### src/inc/pwc_pkg.sv
package pwc_pkg;

  // Register addresses as seen on the plain register port.
  localparam logic [7:0] PWC_ADDR_ENC_WY_UX   = 8'h15;
  localparam logic [7:0] PWC_ADDR_ENC_VN      = 8'h16;
  localparam logic [7:0] PWC_ADDR_POLARITY    = 8'h17;
  localparam logic [7:0] PWC_ADDR_PERIOD      = 8'h18;
  localparam logic [7:0] PWC_ADDR_DEAD_TIME   = 8'h19;
  localparam logic [7:0] PWC_ADDR_CHOP        = 8'h1A;
  localparam logic [7:0] PWC_ADDR_MOTOR       = 8'h1B;
  localparam logic [7:0] PWC_ADDR_EXT_ANGLE   = 8'h1C;
  localparam logic [7:0] PWC_ADDR_FA_DIR      = 8'h1F;
  localparam logic [7:0] PWC_ADDR_FA_ACCEL    = 8'h20;
  localparam logic [7:0] PWC_ADDR_FA_TARGET   = 8'h21;
  localparam logic [7:0] PWC_ADDR_FA_VEL_ACT  = 8'h22;
  localparam logic [7:0] PWC_ADDR_FA_PHI      = 8'h23;
  localparam logic [7:0] PWC_ADDR_VEL_LIMIT   = 8'h60;

  // Field positions.
  localparam int PWC_POL_LOW_BIT    = 0;
  localparam int PWC_POL_HIGH_BIT   = 1;
  localparam int PWC_SV_EN_BIT      = 8;
  localparam int PWC_FA_DIR_BIT     = 12;
  localparam int PWC_MOTOR_TYPE_LSB = 16;

  // Reset values.
  localparam logic [1:0]  PWC_RST_POLARITY  = 2'h3;
  localparam logic [11:0] PWC_RST_PERIOD    = 12'hF9F;
  localparam logic [7:0]  PWC_RST_DEAD_TIME = 8'h14;
  localparam logic [7:0]  PWC_RST_CHOP      = 8'h00;
  localparam logic [15:0] PWC_RST_POLE_PAIRS = 16'h0001;
  localparam logic [7:0]  PWC_RST_MOTOR_TYPE = 8'h00;
  localparam logic [31:0] PWC_RST_VEL_LIMIT  = 32'h7FFFFFFF;

  // Timing: dead time unit and the core clock rate.
  localparam int PWC_CLK_PERIOD_NS = 10;
  localparam int PWC_DEAD_UNIT_NS  = 10;
  localparam int PWC_DEAD_UNIT_CYC = (PWC_DEAD_UNIT_NS + PWC_CLK_PERIOD_NS - 1) / PWC_CLK_PERIOD_NS;

  // Chopper modes.
  typedef enum logic [7:0] {
    PWC_CHOP_FREE0   = 8'h00,
    PWC_CHOP_LOW_ON  = 8'h01,
    PWC_CHOP_HIGH_ON = 8'h02,
    PWC_CHOP_FREE3   = 8'h03,
    PWC_CHOP_FREE4   = 8'h04,
    PWC_CHOP_LOW_PWM = 8'h05,
    PWC_CHOP_HI_PWM  = 8'h06,
    PWC_CHOP_CENTER  = 8'h07
  } pwc_chop_t;

  // Motor topologies.
  localparam logic [7:0] PWC_MOTOR_NONE    = 8'h00;
  localparam logic [7:0] PWC_MOTOR_DC      = 8'h01;
  localparam logic [7:0] PWC_MOTOR_STEPPER = 8'h02;
  localparam logic [7:0] PWC_MOTOR_BLDC    = 8'h03;

endpackage

### src/design/pwc_core.sv
module pwc_core
  import pwc_pkg::*;
(
  input  wire logic        clk,
  input  wire logic        rst_b,
  input  wire logic [7:0]  reg_addr,
  input  wire logic [31:0] reg_wdata,
  input  wire logic        reg_wr,
  input  wire logic        reg_rd,
  output logic      [31:0] reg_rdata,
  input  wire logic [11:0] duty_u,
  input  wire logic [11:0] duty_v,
  input  wire logic [11:0] duty_w,
  input  wire logic [15:0] encoder_sense_first,
  input  wire logic [15:0] encoder_sense_second,
  input  wire logic [15:0] encoder_sense_third,
  input  wire logic [15:0] mech_angle,
  output logic      [15:0] elec_angle,
  output logic      [15:0] ext_elec_angle,
  output logic      [15:0] free_angle,
  output logic             sv_active,
  output logic             period_start,
  output logic      [2:0]  gate_high,
  output logic      [2:0]  gate_low
);

  ////////////////////////////////////////////////////////////////////////////
  // Software visible registers.
  logic [1:0]  gate_polarity_bits_q;
  logic [11:0] period_count_field_q;
  logic [7:0]  low_side_dead_time_q;
  logic [7:0]  high_side_dead_time_q;
  logic [7:0]  chopper_mode_field_q;
  logic        space_vector_enable_q;
  logic [15:0] pole_pairs_q;
  logic [7:0]  motor_type_q;
  logic [15:0] ext_angle_q;
  logic        fa_dir_q;
  logic [31:0] fa_accel_q;
  logic [31:0] fa_target_q;
  logic [31:0] velocity_loop_limit_q;

  // Settings in force for the current period.
  logic [11:0] act_period_q;
  logic [7:0]  act_dead_low_q;
  logic [7:0]  act_dead_high_q;
  logic [7:0]  act_chop_q;

  // Period counter and free angle generator state.
  logic [11:0] cnt_q;
  logic [31:0] fa_vel_q;
  logic [31:0] fa_acc_q;
  logic [15:0] elec_angle_d;

  // Returns true when a write strobe targets the given address.
  function automatic logic wr_hit(input logic [7:0] a);
    return reg_wr && (reg_addr == a);
  endfunction

  // Register writes; each field keeps its documented position.
  always_ff @(posedge clk or negedge rst_b) begin
    if (!rst_b) begin
      gate_polarity_bits_q  <= PWC_RST_POLARITY;
      period_count_field_q  <= PWC_RST_PERIOD;
      low_side_dead_time_q  <= PWC_RST_DEAD_TIME;
      high_side_dead_time_q <= PWC_RST_DEAD_TIME;
      chopper_mode_field_q  <= PWC_RST_CHOP;
      space_vector_enable_q <= 1'b0;
      pole_pairs_q          <= PWC_RST_POLE_PAIRS;
      motor_type_q          <= PWC_RST_MOTOR_TYPE;
      ext_angle_q           <= 16'h0000;
      fa_dir_q              <= 1'b0;
      fa_accel_q            <= 32'h00000000;
      fa_target_q           <= 32'h00000000;
      velocity_loop_limit_q <= PWC_RST_VEL_LIMIT;
    end else begin
      if (wr_hit(PWC_ADDR_POLARITY)) begin
        gate_polarity_bits_q <= reg_wdata[PWC_POL_HIGH_BIT:PWC_POL_LOW_BIT];
      end
      if (wr_hit(PWC_ADDR_PERIOD)) begin
        period_count_field_q <= reg_wdata[11:0];
      end
      if (wr_hit(PWC_ADDR_DEAD_TIME)) begin
        low_side_dead_time_q  <= reg_wdata[7:0];
        high_side_dead_time_q <= reg_wdata[15:8];
      end
      if (wr_hit(PWC_ADDR_CHOP)) begin
        chopper_mode_field_q  <= reg_wdata[7:0];
        space_vector_enable_q <= reg_wdata[PWC_SV_EN_BIT];
      end
      if (wr_hit(PWC_ADDR_MOTOR)) begin
        pole_pairs_q <= reg_wdata[15:0];
        motor_type_q <= reg_wdata[PWC_MOTOR_TYPE_LSB +: 8];
      end
      if (wr_hit(PWC_ADDR_EXT_ANGLE)) begin
        ext_angle_q <= reg_wdata[15:0];
      end
      if (wr_hit(PWC_ADDR_FA_DIR)) begin
        fa_dir_q <= reg_wdata[PWC_FA_DIR_BIT];
      end
      if (wr_hit(PWC_ADDR_FA_ACCEL)) begin
        fa_accel_q <= reg_wdata;
      end
      if (wr_hit(PWC_ADDR_FA_TARGET)) begin
        fa_target_q <= reg_wdata;
      end
      if (wr_hit(PWC_ADDR_VEL_LIMIT)) begin
        velocity_loop_limit_q <= {1'b0, reg_wdata[30:0]};
      end
    end
  end

  // Read data is registered and stands only in the cycle after the strobe.
  always_ff @(posedge clk or negedge rst_b) begin
    if (!rst_b) begin
      reg_rdata <= 32'h00000000;
    end else if (reg_rd) begin
      unique case (reg_addr)
        PWC_ADDR_ENC_WY_UX:  reg_rdata <= {encoder_sense_third, encoder_sense_first};
        PWC_ADDR_ENC_VN:     reg_rdata <= {16'h0000, encoder_sense_second};
        PWC_ADDR_POLARITY:   reg_rdata <= {30'h00000000, gate_polarity_bits_q};
        PWC_ADDR_PERIOD:     reg_rdata <= {20'h00000, period_count_field_q};
        PWC_ADDR_DEAD_TIME:  reg_rdata <= {16'h0000, high_side_dead_time_q, low_side_dead_time_q};
        PWC_ADDR_CHOP:       reg_rdata <= {23'h000000, space_vector_enable_q, chopper_mode_field_q};
        PWC_ADDR_MOTOR:      reg_rdata <= {8'h00, motor_type_q, pole_pairs_q};
        PWC_ADDR_EXT_ANGLE:  reg_rdata <= {16'h0000, ext_angle_q};
        PWC_ADDR_FA_DIR:     reg_rdata <= {19'h00000, fa_dir_q, 12'h000};
        PWC_ADDR_FA_ACCEL:   reg_rdata <= fa_accel_q;
        PWC_ADDR_FA_TARGET:  reg_rdata <= fa_target_q;
        PWC_ADDR_FA_VEL_ACT: reg_rdata <= fa_vel_q;
        PWC_ADDR_FA_PHI:     reg_rdata <= {16'h0000, fa_acc_q[31:16]};
        PWC_ADDR_VEL_LIMIT:  reg_rdata <= velocity_loop_limit_q;
        default:             reg_rdata <= 32'h00000000;
      endcase
    end else begin
      reg_rdata <= 32'h00000000;
    end
  end

  ////////////////////////////////////////////////////////////////////////////
  // Period counter runs 0 to the field value, so one period is field plus one clocks.
  assign period_start = (cnt_q == 12'h000);

  always_ff @(posedge clk or negedge rst_b) begin
    if (!rst_b) begin
      cnt_q <= 12'h000;
    end else if (cnt_q >= act_period_q) begin
      cnt_q <= 12'h000;
    end else begin
      cnt_q <= cnt_q + 12'h001;
    end
  end

  // New timing settings are adopted on the last count so they govern the next period whole.
  always_ff @(posedge clk or negedge rst_b) begin
    if (!rst_b) begin
      act_period_q    <= PWC_RST_PERIOD;
      act_dead_low_q  <= PWC_RST_DEAD_TIME;
      act_dead_high_q <= PWC_RST_DEAD_TIME;
      act_chop_q      <= PWC_RST_CHOP;
    end else if (cnt_q >= act_period_q) begin
      act_period_q    <= period_count_field_q;
      act_dead_low_q  <= low_side_dead_time_q;
      act_dead_high_q <= high_side_dead_time_q;
      act_chop_q      <= chopper_mode_field_q;
    end
  end

  ////////////////////////////////////////////////////////////////////////////
  // Space-vector offset: shifts all duties so the extremes centre in the period.
  logic [11:0] dmax;
  logic [11:0] dmin;
  logic [13:0] sv_off;
  logic [11:0] duty_eff [3];
  logic [2:0]  phase_used;

  assign sv_active = space_vector_enable_q && (motor_type_q == PWC_MOTOR_BLDC);

  // Returns a duty moved by the signed common offset and clamped between zero and the period.
  function automatic logic [11:0] sv_shift(input logic [11:0] d, input logic [13:0] off, input logic [11:0] top);
    logic signed [14:0] s;
    s = $signed({3'b000, d}) + $signed({off[13], off});
    if (s < 15'sd0) begin
      return 12'h000;
    end else if (s > $signed({3'b000, top})) begin
      return top;
    end else begin
      return s[11:0];
    end
  endfunction

  always_comb begin
    dmax = duty_u;
    dmin = duty_u;
    if (duty_v > dmax) dmax = duty_v;
    if (duty_w > dmax) dmax = duty_w;
    if (duty_v < dmin) dmin = duty_v;
    if (duty_w < dmin) dmin = duty_w;
  end

  // Offset is (top - max - min) / 2, kept signed in two spare bits.
  assign sv_off = 14'(($signed({2'b00, act_period_q}) - $signed({2'b00, dmax}) - $signed({2'b00, dmin})) >>> 1);

  assign duty_eff[0] = sv_active ? sv_shift(duty_u, sv_off, act_period_q) : duty_u;
  assign duty_eff[1] = sv_active ? sv_shift(duty_v, sv_off, act_period_q) : duty_v;
  assign duty_eff[2] = sv_active ? sv_shift(duty_w, sv_off, act_period_q) : duty_w;

  // Motor type picks which half bridges switch at all.
  always_comb begin
    unique case (motor_type_q)
      PWC_MOTOR_NONE:    phase_used = 3'b000;
      PWC_MOTOR_DC:      phase_used = 3'b011;
      PWC_MOTOR_STEPPER: phase_used = 3'b111;
      PWC_MOTOR_BLDC:    phase_used = 3'b111;
      default:           phase_used = 3'b000;
    endcase
  end

  ////////////////////////////////////////////////////////////////////////////
  // Per half bridge: chopper decode, dead-time insertion and output polarity.
  genvar gi;
  generate
    for (gi = 0; gi < 3; gi++) begin : g_phase
      logic        want_h;
      logic        want_l;
      logic        edge_on;
      logic        center_on;
      logic [12:0] twice_cnt;
      logic [7:0]  dt_h_q;
      logic [7:0]  dt_l_q;
      logic        on_h_q;
      logic        on_l_q;

      assign edge_on   = (cnt_q < duty_eff[gi]);
      assign twice_cnt = {cnt_q, 1'b0};
      // Centered pulse: on while twice the count is within the duty of the period middle.
      assign center_on = ({1'b0, twice_cnt} + {2'b00, duty_eff[gi]} >= {2'b00, act_period_q})
                      && (twice_cnt < {1'b0, act_period_q} + {1'b0, duty_eff[gi]});

      // Requested side states before dead time.
      always_comb begin
        want_h = 1'b0;
        want_l = 1'b0;
        if (phase_used[gi]) begin
          unique case (act_chop_q)
            PWC_CHOP_LOW_ON: begin
              want_l = 1'b1;
            end
            PWC_CHOP_HIGH_ON: begin
              want_h = 1'b1;
            end
            PWC_CHOP_LOW_PWM: begin
              want_l = edge_on;
            end
            PWC_CHOP_HI_PWM: begin
              want_h = edge_on;
            end
            PWC_CHOP_CENTER: begin
              want_h = center_on;
              want_l = !center_on;
            end
            default: begin
              want_h = 1'b0;
              want_l = 1'b0;
            end
          endcase
        end
      end

      // Gap counters reload while their side is idle or the other side conducts, from the new value at period end.
      always_ff @(posedge clk or negedge rst_b) begin
        if (!rst_b) begin
          dt_h_q <= PWC_RST_DEAD_TIME;
          dt_l_q <= PWC_RST_DEAD_TIME;
        end else begin
          if (!want_h || on_l_q) begin
            dt_h_q <= (cnt_q >= act_period_q) ? high_side_dead_time_q : act_dead_high_q;
          end else if (dt_h_q != 8'h00) begin
            dt_h_q <= dt_h_q - 8'(PWC_DEAD_UNIT_CYC);
          end
          if (!want_l || on_h_q) begin
            dt_l_q <= (cnt_q >= act_period_q) ? low_side_dead_time_q : act_dead_low_q;
          end else if (dt_l_q != 8'h00) begin
            dt_l_q <= dt_l_q - 8'(PWC_DEAD_UNIT_CYC);
          end
        end
      end

      // A side turns on only after its gap has elapsed and never beside the other.
      always_ff @(posedge clk or negedge rst_b) begin
        if (!rst_b) begin
          on_h_q <= 1'b0;
          on_l_q <= 1'b0;
        end else begin
          on_h_q <= want_h && !on_l_q && (dt_h_q == 8'h00);
          on_l_q <= want_l && !on_h_q && (dt_l_q == 8'h00);
        end
      end

      // Polarity bit set means the gate is active high.
      assign gate_high[gi] = on_h_q ~^ gate_polarity_bits_q[PWC_POL_HIGH_BIT];
      assign gate_low[gi]  = on_l_q ~^ gate_polarity_bits_q[PWC_POL_LOW_BIT];
    end
  endgenerate

  ////////////////////////////////////////////////////////////////////////////
  // Free angle generator: velocity ramps once per period, angle integrates it.
  logic signed [32:0] vel_up;
  logic signed [32:0] vel_dn;
  logic signed [31:0] vel_goal;
  logic signed [31:0] lim;

  assign lim = $signed(velocity_loop_limit_q);

  // Target clamped to the velocity limit.
  always_comb begin
    if ($signed(fa_target_q) > lim) begin
      vel_goal = lim;
    end else if ($signed(fa_target_q) < -lim) begin
      vel_goal = -lim;
    end else begin
      vel_goal = $signed(fa_target_q);
    end
  end

  assign vel_up = $signed({fa_vel_q[31], fa_vel_q}) + $signed({1'b0, fa_accel_q});
  assign vel_dn = $signed({fa_vel_q[31], fa_vel_q}) - $signed({1'b0, fa_accel_q});

  always_ff @(posedge clk or negedge rst_b) begin
    if (!rst_b) begin
      fa_vel_q <= 32'h00000000;
    end else if (period_start) begin
      if ($signed(fa_vel_q) < vel_goal) begin
        fa_vel_q <= (vel_up > $signed({vel_goal[31], vel_goal})) ? vel_goal : vel_up[31:0];
      end else if ($signed(fa_vel_q) > vel_goal) begin
        fa_vel_q <= (vel_dn < $signed({vel_goal[31], vel_goal})) ? vel_goal : vel_dn[31:0];
      end
    end
  end

  // Phase accumulator; its upper half is the generated angle.
  always_ff @(posedge clk or negedge rst_b) begin
    if (!rst_b) begin
      fa_acc_q <= 32'h00000000;
    end else if (period_start) begin
      fa_acc_q <= fa_dir_q ? fa_acc_q - fa_vel_q : fa_acc_q + fa_vel_q;
    end
  end

  assign free_angle = fa_acc_q[31:16];

  ////////////////////////////////////////////////////////////////////////////
  // Electrical angle from mechanical angle, wrapping modulo one turn.
  logic [31:0] angle_prod;

  assign angle_prod   = mech_angle * pole_pairs_q;
  assign elec_angle_d = angle_prod[15:0];

  always_ff @(posedge clk or negedge rst_b) begin
    if (!rst_b) begin
      elec_angle <= 16'h0000;
    end else begin
      elec_angle <= elec_angle_d;
    end
  end

  assign ext_elec_angle = ext_angle_q;

endmodule // pwc_core

### config.mk
export PLATFORM = sky130hd
export DESIGN_NAME = pwc_core
export DESIGN_NICKNAME = d
export VERILOG_FILES = /design/src/inc/pwc_pkg.sv /design/src/design/pwc_core.sv
export SDC_FILE = /design/constraint.sdc
export NUM_CORES = 2
export LEC_CHECK = 0
export ABC_AREA = 1
export ABC_CLOCK_PERIOD_IN_PS = 15000
export BUFFER_PORTS_ARGS = -buffer_cell sky130_fd_sc_hd__buf_4
export CAP_MARGIN = 15
export CORE_MARGIN = 8
export CORE_UTILIZATION = 50
export CTS_CLUSTER_SIZE = 28
export DETAILED_ROUTE_END_ITERATION = 10
export PLACE_DENSITY = 0.67
export SLEW_MARGIN = 10
export SYNTH_ARGS = -nofsm -noshare
export SYNTH_HDL_FRONTEND = slang
export SYNTH_SLANG_ARGS = --single-unit
### constraint.sdc
create_clock -name clk -period 15 [get_ports clk]
set_input_delay 0 -clock clk [delete_from_list [all_inputs] [get_ports clk]]
set_output_delay 0 -clock clk [all_outputs]
set_load 0.01 [all_outputs]
### Word-level counts from Yosys, hierarchy flattened

Index checks and enable logic that the tools add are counted.

* latch bits: 0
* RAM bits: 0
* memories kept: 0
* memory bits (read-only): 0
* input bits: 144
* word-level logic and storage cells: 231
* register bits: 389
* output and inout bits: 88

* equal/unequal tests: 22
* $add $sub $neg: 23
* bitwise logic cells: 6
* reduce and logical (&&, ||, !) cells: 69
* divide/modulo/power cells: 0
* muxes and demuxes: 50
* magnitude comparators: 26
* multiply operators: 1
* shifts and indexed selects: 0

Operators by type and width (count)
* 32-bit one-hot mux with 14 select lines: 1
* 32-bit two-way mux: 8
* 12-bit two-way mux: 14
* 8-bit two-way mux: 14
* 8-bit by 5-bit equality test with 1-bit output (second input constant): 9
* 32-bit > comparator: 2
* 32-bit < comparator: 2
* 12-bit < comparator: 5
* 8-bit logical NOT: 6
* 8-bit nonzero test: 6
* 8-bit by 1-bit subtractor with 8-bit output (second input constant): 6
* 13-bit by 12-bit adder with 14-bit output: 3
* 13-bit by 13-bit adder with 14-bit output: 3
* 14-bit by 12-bit >= comparator with 1-bit output: 3
* 14-bit by 13-bit > comparator with 1-bit output: 3
* 14-bit by 1-bit < comparator with 1-bit output (second input constant): 3
* 12-bit by 12-bit adder with 13-bit output: 3
* 13-bit < comparator: 3
* 32-bit by 33-bit adder with 33-bit output: 1
* 33-bit by 32-bit > comparator with 1-bit output: 1
* 33-bit by 32-bit < comparator with 1-bit output: 1
* 32-bit by 33-bit subtractor with 33-bit output: 1
* 32-bit adder: 1
* 8-bit by 6-bit equality test with 1-bit output (second input constant): 4
* 23 further kinds: 94

### Depth between registers and ports, before layout

* word-level depth: 20
* depth in mapped cells: 83
* mapped depth without buffers: 81

### Worst setup path before layout

Ideal clock, no wire load.

* kind: in2reg
* from: input duty_u[11]
* to: register g_phase[2].dt_h_q[0]
* slack: 4.178 ns
* required time: 14.883 ns
* buffers on the path: 4
* stages: 72
* library setup time: 0.117 ns
* arrival: 10.705 ns
* cell sequence: inv_1 > ha_1 > nand2_1 > inv_2 > nand2_4 > nor2_4 > nand3_1 > o21ai_0 > clkbuf_1 > nand2_1 > o21ai_0 > ha_1 > a21oi_1 > o21ai_0 > nand3_1 > o2111ai_1 > o21ai_1 > clkbuf_1 > [36 not listed] > a21oi_1 > o21ai_0 > a21o_1 > a21oi_1 > o21ai_0 > a21oi_1 > ha_1 > nand2_1 > nor2_1 > a2111oi_0 > nand2_1 > o21ai_0 > inv_1 > nand2_2 > nand2_2 > buf_6 > o21ai_1 > inv_1

* longest elaborated chain between the ends: 19
* elaborated cells on any way between the ends: 28
* classes of those cells: add/sub (5); order compare (9); mux (10); reduce/logical (4)

Ends and longest elaborated chain
* from (decl): line pwc_core.sv:11 `input wire logic [11:0] duty_u,`
* 12-bit > comparator: line pwc_core.sv:195 `if (duty_v > dmax) dmax = duty_v;`
* 12-bit two-way mux: line pwc_core.sv:195
* 12-bit > comparator: line pwc_core.sv:196 `if (duty_w > dmax) dmax = duty_w;`
* 12-bit two-way mux: line pwc_core.sv:196
* 12-bit by 12-bit subtractor with 13-bit output: line pwc_core.sv:202 `assign sv_off = 14'(($signed({2'b00, act_period_q}) - $signed({2'b00, dmax}) - $signed({2'b00, dmin})) >>> 1);`
* 13-bit by 13-bit subtractor with 14-bit output *: line pwc_core.sv:202
* 13-bit by 13-bit adder with 14-bit output *: line pwc_core.sv:182 `s = $signed({3'b000, d}) + $signed({off[13], off});`
* 14-bit by 13-bit > comparator with 1-bit output: line pwc_core.sv:185 `end else if (s > $signed({3'b000, top})) begin`
* [3 not listed]
* 13-bit by 12-bit adder with 14-bit output or 12-bit by 12-bit adder with 13-bit output (tied branches): line pwc_core.sv:237, pwc_core.sv:238
* 14-bit by 12-bit >= comparator with 1-bit output or 13-bit < comparator (tied branches): line pwc_core.sv:237, pwc_core.sv:238
* 1-bit logical AND: line pwc_core.sv:238 `&& (twice_cnt < {1'b0, act_period_q} + {1'b0, duty_eff[gi]});`
* 1-bit one-hot mux with 3 select lines *: line pwc_core.sv:245 `unique case (act_chop_q)`
* 1-bit two-way mux *: line pwc_core.sv:244 `if (phase_used[gi]) begin`
* 1-bit logical NOT *: line pwc_core.sv:276 `if (!want_h || on_l_q) begin`
* 1-bit logical OR *: line pwc_core.sv:276
* 8-bit two-way mux or 2-bit nonzero test (tied branches)
* to (signal assigned): line pwc_core.sv:277 `dt_h_q <= (cnt_q >= act_period_q) ? high_side_dead_time_q : act_dead_high_q;`
* to (signal assigned): line pwc_core.sv:279 `dt_h_q <= dt_h_q - 8'(PWC_DEAD_UNIT_CYC);`
* to (decl): line pwc_core.sv:229 `logic [7:0] dt_h_q;`

Every way passes the cells marked *; elsewhere a longest branch is shown, timed or not.
A chain may end at the register's enable or synchronous reset.

### Worst setup path in the final report

* from: input duty_u[11]
* to: register g_phase[1].dt_l_q[3]

* longest elaborated chain between the ends: 20
* elaborated cells on any way between the ends: 29
* classes of those cells: add/sub (5); order compare (9); mux (10); reduce/logical (5)

Ends and longest elaborated chain
* 12-bit > comparator: line pwc_core.sv:195
* 12-bit two-way mux: line pwc_core.sv:195
* 12-bit > comparator: line pwc_core.sv:196
* 12-bit two-way mux: line pwc_core.sv:196
* 12-bit by 12-bit subtractor with 13-bit output: line pwc_core.sv:202
* 13-bit by 13-bit subtractor with 14-bit output *: line pwc_core.sv:202
* 13-bit by 13-bit adder with 14-bit output *: line pwc_core.sv:182
* 14-bit by 13-bit > comparator with 1-bit output: line pwc_core.sv:185
* [4 not listed]
* 14-bit by 12-bit >= comparator with 1-bit output or 13-bit < comparator (tied branches): line pwc_core.sv:237, pwc_core.sv:238
* 1-bit logical AND: line pwc_core.sv:238
* 1-bit logical NOT: line pwc_core.sv:260 `want_l = !center_on;`
* 1-bit one-hot mux with 3 select lines *: line pwc_core.sv:245
* 1-bit two-way mux *: line pwc_core.sv:244
* 1-bit logical NOT *: line pwc_core.sv:281 `if (!want_l || on_h_q) begin`
* 1-bit logical OR *: line pwc_core.sv:281
* 8-bit two-way mux or 2-bit nonzero test (tied branches)
* to (signal assigned): line pwc_core.sv:282 `dt_l_q <= (cnt_q >= act_period_q) ? low_side_dead_time_q : act_dead_low_q;`
* to (signal assigned): line pwc_core.sv:284 `dt_l_q <= dt_l_q - 8'(PWC_DEAD_UNIT_CYC);`
* to (decl): line pwc_core.sv:230 `logic [7:0] dt_l_q;`

Marked as above.

==> flow_summary.toml <==
[clock_tree]
clock_latency_ns = 0.62
cts_root_buf = "clkbuf_16"
cts_sinks = 389
clockBufferDepth = 3
cts_setup_buffers = 0
cts_tree = "done"
cts_buffers = 48
htree_levels = 2
clkTransAtPathRegs_ns = 0.06

[sta]
fmax_ghz = 0.07975
fin_skew_ns = 0.03143
hold_viol_final = 0
tns_ns = 0
setup_ws_ns = 2.460
fin_crit_ns = 12.54
rsz0062_at_grt = "no"
worstMarginPinSlew_ns = 1.196
period_share_pct = 83.60
maxSlewViolCount = 0
finalHoldWorstSlack_ns = 0.004175
setup_viol = 0
max-slew-margin-rel_pct = 19.45

[yosys]
ys_ff_latch = 389
yosysWarnings = 0
synth_edf_count = 0
ys.flop_type = "dfrtp_1"
ys_seq_area_share_pct = 23.26
synth_area_um2 = 42250
avgSynthCellArea_um2 = 7.459
async_flop_share_pct = 100.0
synthCells = 5665
synth_nets = 6538
synth.distinct_cells = 76

[global_routing]
grt_overflow_total = 0
grt_pass1_wl_um = 233900
grt_use_total_pct = 31.96
antenna_found_initial = 1
grt_pass1_vias = 39620
grt_max_degree = 107

[final_layout]
finish.utilization_pct = 56.58
finalNetCount = 6767
drive_gt1_share_pct = 9.184
area_growth_pct = 12.06

[critical_path]
cp_max_fo = 24
worstSetupPathType = "primary input to register"
path_common_cell = "nand2_1"
rr_worst_depth = 54
startpoint_type = "primary input"
slowest_delay_ns = 0.42
crit_path_top_delay_cell = "o21ai_0"
critPathCaptureType = "register"
cp_data_required_time_ns = 15.48
cp.arrival_ns = 13.02

[min_path]
hold_path_class = "primary input to asynchronous set/reset pin"

[place]
portBuffers = 231
dpl.hpwl_um = 122800
dp_slack_ns = 1.920
gp_congestion = 1.003

[route]
vias = 40390
firstDrtPassIters = 6
wl_per_cell_um = 21.82
ant_nets = 0
vias_per_cell = 5.714
routed_wl_um = 154300
route.detailed.drc = 0
drt_iter0_drc = 3144

[floorplan]
io-pin-count = 232
fp-row-count = 106
die_y_um = 306.7
die_w_um = 306.7
core_um2 = 83690
dieArea_um2 = 94070
start_util_pct = 50.49

[pwr]
p_per_area_nw_per_um2 = 227.2
leakagePower_uw = 0.02449
irDropWorstVdd_mv = 0.2402

[run_status]
status = "finished clean"

[flow_run]
max-cap-violations = 0
synth_stat cells (46+ instances only):
master / instances / share of area (%)
nand2_1: 1100 / 9.8
inv_1: 874 / 7.8
ha_1: 635 / 19
o21ai_0: 496 / 5.9
a21oi_1: 439 / 5.2
dfrtp_1: 315 / 19
nor2_1: 280 / 2.5
xor2_1: 229 / 4.7
nand3_1: 147 / 1.7
clkbuf_1: 141 / 1.3
o211ai_1: 100 / 1.8
fa_1: 94 / 4.5
xnor2_1: 86 / 1.8
dfstp_2: 74 / 4.6
nand4_1: 63 / 0.93
nor3_1: 59 / 0.70
a221oi_1: 58 / 1.2
a31oi_1: 46 / 0.68
o21ai_1: 46 / 0.54
metrics by stage:
| step | area [um2] | total power (uW) | instances |
|---|---|---|---|
| 2_1_floorplan | 42250 | 7358 | 5665 |
| 3_3_place_gp | 45000 | 9307 | 6901 |
| 6_report | 47350 | 10760 | 7069 |
| 5_1_grt | 47350 | 11830 | 7068 |
| 4_1_cts | 47350 | 10680 | 7068 |
| 3_5_place_dp | 45000 | 9419 | 6901 |
layer usage:
layer / wire length [um] / GRT usage [%]
met1: 59950 / 38.63
met2: 71640 / 53.68
met3: 12020 / 5.202
met4: 10670 / 18.60
met5: 0 / 0
power breakdown:
part	switching [uW]	total, uW	internal (uW)	leakage, uW
Sequential	334	1650	1320	0.00493
Clock	517	1190	677	0.000754
Combinational	5090	7910	2820	0.0188
path summary, 6_finish.rpt:
check	from	endpoint	slack [ns]
min in group clk	mech_angle[2]	elec_angle[2]	0.02
max reg2reg	act_period_q[0]	g_phase[1].dt_l_q[3]	4.04
min	rst_b	elec_angle[8]	0.004
max	duty_u[11]	g_phase[1].dt_l_q[3]	2.46
min reg2reg	motor_type_q[1]	motor_type_q[1]	0.48
max in group asynchronous	rst_b	fa_target_q[29]	12.10
cells by family after synthesis:
family,after synthesis,share of synthesized area (%)
AOI/OAI and AO/OA,1395,19.23
xor gates and xnor gates,315,6.529
adders and majority gates,729,23.26
buffers and inverters,1078,10.06
DFF,389,23.26
muxes,7,0.1866
and+or+nand+nor,1752,17.48
registers in the layout (all words and copies together) (netlist names), 12 cells and up:
register	count
fa_acc_q	32
fa_accel_q	32
fa_target_q	32
fa_vel_q	32
reg_rdata	32
lim	31
g_phase.dt_h_q	24
g_phase.dt_l_q	24
elec_angle	16
ext_elec_angle	16
pole_pairs_q	16
act_period_q	12
cnt_q	12
period_count_field_q	12
layout by cell type (no fill, tap or decap), drive strengths merged, types with 20 or more instances in the layout:
cell         synthesis  routed
a211oi              21      21
a21oi              441     441
a221oi              58      58
a31oi               47      47
buf                 35     287
clkbuf             147      67
dfrtp              315     315
dfstp               74      74
dlygate4sd3          0      77
fa                  94      94
ha                 635     635
inv                886     887
nand2             1131    1131
nand3              156     156
nand4               63      63
nor2               289     289
nor3                61      61
o211ai             101     101
o21a                28      28
o21ai              546     546
o21bai              34      34
o31ai               20      20
xnor2               86      86
xor2               229     229
worst max-delay path: cells and delay by family:
kind            cells  cell delay, ns
xor+xnor            4            0.91
compound gates     26            4.94
simple gates       24            3.07
buf+inv            11            1.12
fa+ha+maj          10            2.95
final cells by class:
cell class	count	area (um2)
Sequential cell	389	9827
Inverter	893	3352
Multi-Input combinational cell	4198	28240
Tap cell	1134	1419
Clock buffer	67	1333
Clock inverter	23	249.0
Timing Repair Buffer	364	2933
Antenna cell	1	2.502
Fill cell	7943	36340
timing repair:
item                      in CTS  in global routing
resized for setup              0                  0
hold endpoints to repair     300                  0
hold buffers                  77                  0
No activity file was read; power rests on OpenSTA's default activity.
